File: src/unit_error_restart_pkg.sv
/*
 * constants, register map and state codes of the unit error and restart control.
 * assumes a 100 MHz clock; offsets are APB byte addresses.
 */
package unit_error_restart_pkg;

    // *****************************************
    // timing
    // *****************************************
    localparam int CLK_FREQ_MHZ       = 100;
    localparam int SUPERVISION_US     = 100;
    localparam int SUPERVISION_CYCLES = SUPERVISION_US * CLK_FREQ_MHZ;
    localparam int INIT_NS            = 1000;
    localparam int INIT_CYCLES        = (INIT_NS * CLK_FREQ_MHZ + 999) / 1000;

    // *****************************************
    // restart bit array and unit numbers
    // *****************************************
    localparam int UNIT_MAX      = 95;
    localparam int RESTART_WORDS = 6;
    localparam int WORD_BITS     = 16;

    // *****************************************
    // register map
    // *****************************************
    localparam logic [11:0] REG_CONFIG = 12'h000;
    localparam logic [11:0] REG_ACTIVE = 12'h004;
    localparam logic [11:0] REG_STATUS = 12'h008;
    localparam logic [11:0] REG_CONV   = 12'h00c;

    localparam logic [15:0] CONFIG_RESET   = 16'h0001;
    localparam int          CFG_ENABLE_BIT = 0;

    localparam int STS_HOST_ERR   = 0;
    localparam int STS_TYPE_ERR   = 1;
    localparam int STS_DUP_ERR    = 2;
    localparam int STS_RUN        = 3;
    localparam int STS_RESTARTING = 4;
    localparam int STS_UNIT_LSB   = 8;

    typedef enum logic [2:0] {
        ST_INIT = 3'b001,
        ST_RUN  = 3'b010,
        ST_STOP = 3'b100
    } unit_state_t;

endpackage
File: src/unit_error_restart_control.sv
/*
 * unit error and restart control of an analog input unit: host supervision,
 * type and unit number checks, restart on an on-then-off restart bit, APB registers.
 * assumes a single clock, synchronous inputs and a host that pulses HOST_ACK.
 */
`timescale 1ns/1ps
module unit_error_restart_control
    import unit_error_restart_pkg::*;
#(
    parameter int          SUPERVISION = SUPERVISION_CYCLES,
    parameter logic [7:0]  FITTED_TYPE = 8'h5a  // arbitrary type code
) (
    input  wire logic                CLK,
    input  wire logic                RST_B,
    input  wire logic                PSEL,
    input  wire logic                PENABLE,
    input  wire logic                PWRITE,
    input  wire logic [11:0]         PADDR,
    input  wire logic [31:0]         PWDATA,
    output logic      [31:0]         PRDATA,
    output logic                     PREADY,
    output logic                     PSLVERR,
    input  wire logic [6:0]          UNIT_NUMBER,
    input  wire logic                DUPLICATE_UNIT,
    input  wire logic [7:0]          TABLE_TYPE,
    input  wire logic                HOST_ACK,
    input  wire logic [95:0]         RESTART_ARRAY,
    input  wire logic [15:0]         CONV_DATA,
    input  wire logic                CONV_VALID,
    output logic      [15:0]         CONV_OUT,
    output logic                     RUN_IND,
    output logic                     HOST_ERR_IND
);

    if (SUPERVISION < 2 || SUPERVISION > 65535) begin : g_bad_supervision
        $error("SUPERVISION out of range");
    end
    if (INIT_CYCLES < 8 || INIT_CYCLES > 255) begin : g_bad_init
        $error("INIT_CYCLES out of range");
    end
    if (RESTART_WORDS * WORD_BITS != UNIT_MAX + 1) begin : g_bad_map
        $error("restart array size does not match unit range");
    end

    // *****************************************
    // helpers
    // *****************************************
    function automatic logic unit_ok(input logic [6:0] n);
        return n <= 7'(UNIT_MAX);
    endfunction

    function automatic logic restart_bit_of(input logic [95:0] arr, input logic [6:0] n);
        logic [15:0] word;
        word = arr[n[6:4] * WORD_BITS +: WORD_BITS];
        return unit_ok(n) ? word[n[3:0]] : 1'b0;
    endfunction

    // *****************************************
    // state
    // *****************************************
    unit_state_t state;
    unit_state_t next_state;
    logic [7:0]  init_cnt;
    logic [15:0] wd_cnt;
    logic        host_err;
    logic        type_err;
    logic        dup_err;
    logic [6:0]  unit;
    logic        restart_seen;
    logic [15:0] config_word;
    logic [15:0] active_cfg;

    wire logic restart_now   = restart_bit_of(RESTART_ARRAY, unit);
    wire logic restart_pulse = restart_seen & ~restart_now;
    wire logic init_done     = (state == ST_INIT) && (init_cnt == 8'(INIT_CYCLES - 1));
    wire logic bad_unit      = ~unit_ok(UNIT_NUMBER) | DUPLICATE_UNIT;
    wire logic bad_type      = TABLE_TYPE != FITTED_TYPE;
    wire logic wd_expire     = (state == ST_RUN) && !HOST_ACK && (wd_cnt == 16'(SUPERVISION - 1));
    wire logic restarting    = (state == ST_INIT) | restart_seen;

    // *****************************************
    // restart detection
    // *****************************************
    always_ff @(posedge CLK) begin
        if (!RST_B)
            restart_seen <= 1'b0;
        else
            restart_seen <= restart_now;
    end

    // *****************************************
    // state machine
    // *****************************************
    always_comb begin
        next_state = state;
        unique case (state)
            ST_INIT: begin
                if (init_done)
                    next_state = (bad_unit | bad_type) ? ST_STOP : ST_RUN;
            end
            ST_RUN:  next_state = state;
            ST_STOP: next_state = state;
        endcase
        if (restart_pulse)
            next_state = ST_INIT;
    end

    always_ff @(posedge CLK) begin
        if (!RST_B)
            state <= ST_INIT;
        else
            state <= next_state;
    end

    always_ff @(posedge CLK) begin
        if (!RST_B || state != ST_INIT || restart_pulse)
            init_cnt <= 8'h00;
        else
            init_cnt <= init_cnt + 8'h01;
    end

    // init latches settings, unit number and error causes
    always_ff @(posedge CLK) begin
        if (!RST_B) begin
            active_cfg <= CONFIG_RESET;
            unit       <= 7'h00;
            type_err   <= 1'b0;
            dup_err    <= 1'b0;
        end else if (init_done && !restart_pulse) begin
            active_cfg <= config_word;
            unit       <= UNIT_NUMBER;
            type_err   <= bad_type;
            dup_err    <= bad_unit;
        end
    end

    // *****************************************
    // host supervision
    // *****************************************
    always_ff @(posedge CLK) begin
        if (!RST_B || HOST_ACK || state != ST_RUN)
            wd_cnt <= 16'h0000;
        else if (!wd_expire)
            wd_cnt <= wd_cnt + 16'h0001;
    end

    always_ff @(posedge CLK) begin
        if (!RST_B)
            host_err <= 1'b0;
        else if (wd_expire)
            host_err <= 1'b1;
        else if (init_done)
            host_err <= 1'b0;
    end

    // *****************************************
    // outputs
    // *****************************************
    wire logic conv_take = (next_state == ST_RUN) && !host_err && !wd_expire
                           && CONV_VALID && active_cfg[CFG_ENABLE_BIT];

    always_ff @(posedge CLK) begin
        if (!RST_B) begin
            CONV_OUT     <= 16'h0000;
            RUN_IND      <= 1'b0;
            HOST_ERR_IND <= 1'b0;
        end else begin
            if (restarting || restart_now || next_state == ST_INIT)
                CONV_OUT <= 16'h0000;
            else if (conv_take)
                CONV_OUT <= CONV_DATA;
            RUN_IND      <= next_state == ST_RUN;
            HOST_ERR_IND <= host_err | wd_expire;
        end
    end

    // *****************************************
    // APB slave
    // *****************************************
    wire logic        apb_access = PSEL & PENABLE;
    wire logic        apb_done   = apb_access & PREADY;
    wire logic        hit_config = PADDR == REG_CONFIG;
    wire logic        hit_active = PADDR == REG_ACTIVE;
    wire logic        hit_status = PADDR == REG_STATUS;
    wire logic        hit_conv   = PADDR == REG_CONV;
    wire logic        mapped     = hit_config | hit_active | hit_status | hit_conv;
    wire logic [31:0] status_word = (32'(unit) << STS_UNIT_LSB)
                                  | (32'(restarting) << STS_RESTARTING)
                                  | (32'(state == ST_RUN) << STS_RUN)
                                  | (32'(dup_err) << STS_DUP_ERR)
                                  | (32'(type_err) << STS_TYPE_ERR)
                                  | (32'(host_err) << STS_HOST_ERR);
    wire logic [31:0] read_word  = hit_config ? {16'h0000, config_word} :
                                   hit_active ? {16'h0000, active_cfg} :
                                   hit_status ? status_word :
                                   hit_conv   ? {16'h0000, CONV_OUT} : 32'h00000000;

    always_ff @(posedge CLK) begin
        if (!RST_B) begin
            PREADY  <= 1'b0;
            PRDATA  <= 32'h00000000;
            PSLVERR <= 1'b0;
        end else begin
            PREADY  <= apb_access & ~PREADY;
            PSLVERR <= apb_access & ~PREADY & ~mapped;
            if (apb_access && !PREADY && !PWRITE)
                PRDATA <= read_word;
        end
    end

    // settings are staged here and copied over only at init
    always_ff @(posedge CLK) begin
        if (!RST_B)
            config_word <= CONFIG_RESET;
        else if (apb_done && PWRITE && hit_config)
            config_word <= PWDATA[15:0];
    end

    // *****************************************
    // checks
    // *****************************************
    chk_host_err_flag: assert property (@(posedge CLK) disable iff (!RST_B)
        wd_expire |=> host_err ##1 HOST_ERR_IND)
        else $error("host timeout not flagged");

    chk_hold_on_err: assert property (@(posedge CLK) disable iff (!RST_B)
        (host_err && !restart_now && !restart_seen && state == ST_RUN) |=> $stable(CONV_OUT))
        else $error("output changed during host error");

    chk_type_blocks_run: assert property (@(posedge CLK) disable iff (!RST_B)
        (init_done && bad_type && !restart_pulse) |=> state == ST_STOP && type_err ##1 !RUN_IND)
        else $error("type mismatch did not stop the unit");

    chk_cfg_at_init: assert property (@(posedge CLK) disable iff (!RST_B)
        !init_done |=> $stable(active_cfg))
        else $error("active settings changed outside init");

    chk_restart_seq: assert property (@(posedge CLK) disable iff (!RST_B)
        (restart_now ##1 !restart_now) |=> state == ST_INIT [*8])
        else $error("restart sequence not honoured");

    chk_restart_map: assert property (@(posedge CLK) disable iff (!RST_B)
        unit_ok(unit) |-> restart_now == RESTART_ARRAY[unit])
        else $error("restart bit mapping wrong");

    chk_zero_restart: assert property (@(posedge CLK) disable iff (!RST_B)
        (state == ST_INIT) |=> CONV_OUT == 16'h0000)
        else $error("conversion data not zero in restart");

    chk_dup_no_run: assert property (@(posedge CLK) disable iff (!RST_B)
        (init_done && bad_unit && !restart_pulse) |=> dup_err && !RUN_IND && state == ST_STOP)
        else $error("bad unit number allowed to run");

    chk_run_ind_state: assert property (@(posedge CLK) disable iff (!RST_B)
        RUN_IND == (state == ST_RUN))
        else $error("run indicator disagrees with state");

    chk_stop_run_off: assert property (@(posedge CLK) disable iff (!RST_B)
        ((dup_err || type_err) && state != ST_INIT) |-> !RUN_IND)
        else $error("run indicator on with a unit error");

    chk_host_err_sticky: assert property (@(posedge CLK) disable iff (!RST_B)
        (host_err && !init_done) |=> host_err)
        else $error("host error cleared outside init");

    chk_err_ind_follow: assert property (@(posedge CLK) disable iff (!RST_B)
        host_err |=> HOST_ERR_IND)
        else $error("host error indicator not lit");

    chk_wd_bound: assert property (@(posedge CLK) disable iff (!RST_B)
        wd_cnt <= 16'(SUPERVISION - 1))
        else $error("supervision counter past its limit");

    chk_ack_clears_wd: assert property (@(posedge CLK) disable iff (!RST_B)
        HOST_ACK |=> wd_cnt == 16'h0000)
        else $error("host answer did not restart supervision");

    chk_cfg_load: assert property (@(posedge CLK) disable iff (!RST_B)
        (init_done && !restart_pulse) |=> active_cfg == $past(config_word))
        else $error("staged settings not applied at init");

    chk_cfg_write: assert property (@(posedge CLK) disable iff (!RST_B)
        (apb_done && PWRITE && hit_config) |=> {16'h0000, config_word} == ($past(PWDATA) & 32'h0000ffff))
        else $error("settings write not staged");

    chk_stop_no_conv: assert property (@(posedge CLK) disable iff (!RST_B)
        (state == ST_STOP) |-> CONV_OUT == 16'h0000)
        else $error("conversion data while stopped");

    chk_restart_zero: assert property (@(posedge CLK) disable iff (!RST_B)
        restart_now |=> CONV_OUT == 16'h0000)
        else $error("conversion data not zero with restart bit on");

    chk_bad_unit_deaf: assert property (@(posedge CLK) disable iff (!RST_B)
        !unit_ok(unit) |-> !restart_now)
        else $error("restart bit seen for invalid unit");

endmodule

File: config.mk
export PLATFORM = sky130hd
export DESIGN_NAME = unit_error_restart_control
export DESIGN_NICKNAME = d
export VERILOG_FILES = /design/src/unit_error_restart_pkg.sv /design/src/unit_error_restart_control.sv
export SDC_FILE = /design/constraint.sdc
export NUM_CORES = 1
export LEC_CHECK = 0
export BUFFER_PORTS_ARGS = -buffer_cell sky130_fd_sc_hd__buf_2
export CORE_ASPECT_RATIO = 0.9
export CORE_MARGIN = 5
export CORE_UTILIZATION = 44
export DETAILED_ROUTE_END_ITERATION = 7
export MAX_ROUTING_LAYER = met4
export PLACE_DENSITY_LB_ADDON = 0.25
export SYNTH_ARGS = -nofsm -noshare
export SYNTH_HDL_FRONTEND = slang
export SYNTH_SLANG_ARGS = --single-unit
File: constraint.sdc
create_clock -name CLK -period 2.5 [get_ports CLK]
set_input_delay 0.375 -clock CLK [delete_from_list [all_inputs] [get_ports CLK]]
set_output_delay 0.375 -clock CLK [all_outputs]
set_load 0.02 [all_outputs]
==> qor.txt <==
WL/cell: 17.0 um
vias in the first global route: 5112
Worst-Skew Late Latency: 350 ps
core region area: 0.0127 mm2
Crit Path Class: flip-flop to flip-flop
Clock transition at path regs: 70 ps
initial antenna violation count: 0
CTS buffer count: 9
startpoint types: flip-flop
CP Capture Type: flip-flop
area of the multi-input gates: 0.00348 mm2
Slew HR: 60.2%
Initial Utilization: 44.9%
vias after detailed routing: 5109
Hold Buf Count CTS: 0
placed cell area: 0.00691 mm2
min-delay worst type: input port to flip-flop
drt initial violations: 358
GP Congestion: 0.834
Post-Layout Cell Count: 973
CTS tree: done
Worst-Margin Slew: 597 ps
Post-DP HPWL: 12.4 mm
Top-Level Pins: 231
Total Power: 3.36 mW
reg2reg setup slack: -20 ps
P per Cell Area: 442 mW/mm2
PortBufs: 198
Yosys reg bits: 106
worst setup margin: -23.2 ps
fill count: 1076
RSZ-0062 raised after global routing: true
Die Y: 118 um
Tmin final: 2520 ps
Arr. time, crit path: 2800 ps
max_cap viols: 0
result of the run: finished, violations left
clk_skew: 9.23 ps
layout cells sized above 1: 42.0%
Via density: 5.25
Slew Viols, Final: 0
Worst Hold Margin: 275 ps
Layout Utilization: 59.7%
largest net degree at the start of global routing: 34
Area growth syn-to-layout: 33.0%
GRT overflow: 0
Root Driver: clkbuf_16
Syn Area/Cell: 9.75 um2
# rows: 39
Hold Vio Cnt, Final: 0
Post-route DRC: 0
Num Clock Sinks: 106
Ant. Diodes: 0
Max clock buf depth: 2
static leakage: 3.28 nW
ys async rst share: 0%
largest fanout on the critical path: 8
Place WS: -253 ps
Die X: 130 um
EDFF count, synth: 0
fin nets: 985
Yosys cell types: 62
first-pass GRT wire length: 25.9 mm
Total Routed Length: 16.6 mm
failing checks: negative setup slack
die area: 0.0154 mm2
yosys warns: 0
htree depth: 3
setup violators final: 11
All-Layer GR Usage: 21.6%
setup TNS: -112 ps
Synth Instances: 586
Detailed Routing Iterations Pass 1: 4
fin area: 0.00760 mm2
post-route antenna net violation count: 0
fmax: 396 MHz
Synth Flop Type: dfxtp_1
sequential standard cell area: 0.00213 mm2
Placed Cells: 941
Max IR drop VDD: 0.383 mV
Seq/Total Area, Yosys: 37.1%
mapped cell area: 0.00571 mm2
crit share post-route: 101%
CP Data Required Time: 2780 ps
==> critical path: stages (launching register included) <==
cell and delay (ps):
dfxtp_4 410, buf_6 120, mux2_4 280, mux4_2 480, a221oi_2 250, a32o_2 210
buf_6 110, and3_4 220, nand3_4 200, nor2_2 160
==> registers in the layout, summed over array words and instances, names as in the netlist, 3 cells and up <==
| signal | flops |
|---|---|
| PRDATA | 16 |
| state | 3 |
| wd_cnt | 16 |
| init_cnt | 8 |
| config_word | 16 |
| CONV_OUT | 16 |
| unit | 7 |
| active_cfg | 16 |
==> metal layers <==
layer	share of wire [%]	routed length, um	vias up	track usage [%]
li1	-	-	2512	-
met1	42	7000	2444	27.8
met2	51	8390	135	35.3
met3	5.9	983	18	3.77
met4	1.3	209	0	5.00
met5	0	0	-	-
==> area by class of cell <==
class	instances	area share, %
clock inverters	6	0.757
multi-input cells	441	45.7
inverters	5	0.247
clock buffers	10	3.01
repair buffers	241	19.5
flip-flops and latches	106	28.0
well taps	164	2.70
==> synth_stat cells (3+ instances only) <==
cell | n | share of area, %
o211a_1 | 3 | 0.53
a22o_1 | 4 | 0.61
inv_1 | 4 | 0.26
dfxtp_1 | 106 | 37
a21boi_0 | 17 | 2.2
buf_4 | 19 | 2.5
or3_1 | 3 | 0.33
buf_6 | 6 | 1.2
nor4_1 | 3 | 0.33
mux2_2 | 19 | 3.7
nand4_1 | 10 | 1.1
nor2_1 | 50 | 3.3
buf_2 | 5 | 0.44
a21oi_1 | 6 | 0.53
xor2_1 | 13 | 2.0
nor3b_1 | 4 | 0.53
mux4_2 | 24 | 9.5
clkbuf_1 | 19 | 1.2
nor2b_1 | 26 | 2.8
mux2i_1 | 67 | 12
xnor2_1 | 6 | 0.92
o21ai_0 | 5 | 0.44
nand3_1 | 31 | 2.7
nand2_1 | 77 | 5.1
and3_1 | 7 | 0.77
nor3_1 | 5 | 0.44
==> placed cells by master, fill, tap and decap left out, drive strengths merged, types with 16 or more instances in the layout <==
cell,synthesis,final
nand3,32,33
mux2,21,21
nor2,51,51
buf,31,238
a21boi,17,17
mux4,24,24
dfxtp,106,106
nand2,77,77
conb,1,16
nor2b,26,26
mux2i,67,67
==> report_power, final <==
part | internal [mW] | switching (mW)
sequential | 1.69 | 0.00587
combinational | 0.163 | 0.146
clock | 0.699 | 0.655
total | 2.55 | 0.807
==> repair_timing <==
item	4_1_cts	5_1_grt
resized for setup	19	36
setup buffers	12	1
endpoints found under the hold margin	0	0
pin swaps	11	23
endpoints found under the setup margin	49	49
gates cloned	3	2
==> path summary, 6_finish.rpt <==
check / from / end / cells after the start
worst max-delay path: unit[5]$_SDFFE_PN0P_ / CONV_OUT[0]$_SDFFE_PP0P_ / 9
worst min-delay path: UNIT_NUMBER[3] / unit[3]$_SDFFE_PN0P_ / 3
worst max register to register: unit[5]$_SDFFE_PN0P_ / CONV_OUT[0]$_SDFFE_PP0P_ / 9
worst min register to register: active_cfg[10]$_SDFFE_PN0P_ / active_cfg[10]$_SDFFE_PN0P_ / 2
==> cells by family (layout without fill, tap and decap cells) <==
logic type      Yosys count  count (layout)  synth area share, %
fa+ha+maj                 2               2                0.438
xor+xnor                 19              19                 2.91
flops                   106             106                 37.1
compound gates           55              55                 7.49
buf+inv                  55             262                 5.76
simple gates            236             237                 20.8
mux                     112             112                 25.4
other cells               1              16               0.0656
(Power assumes the default switching activity.)
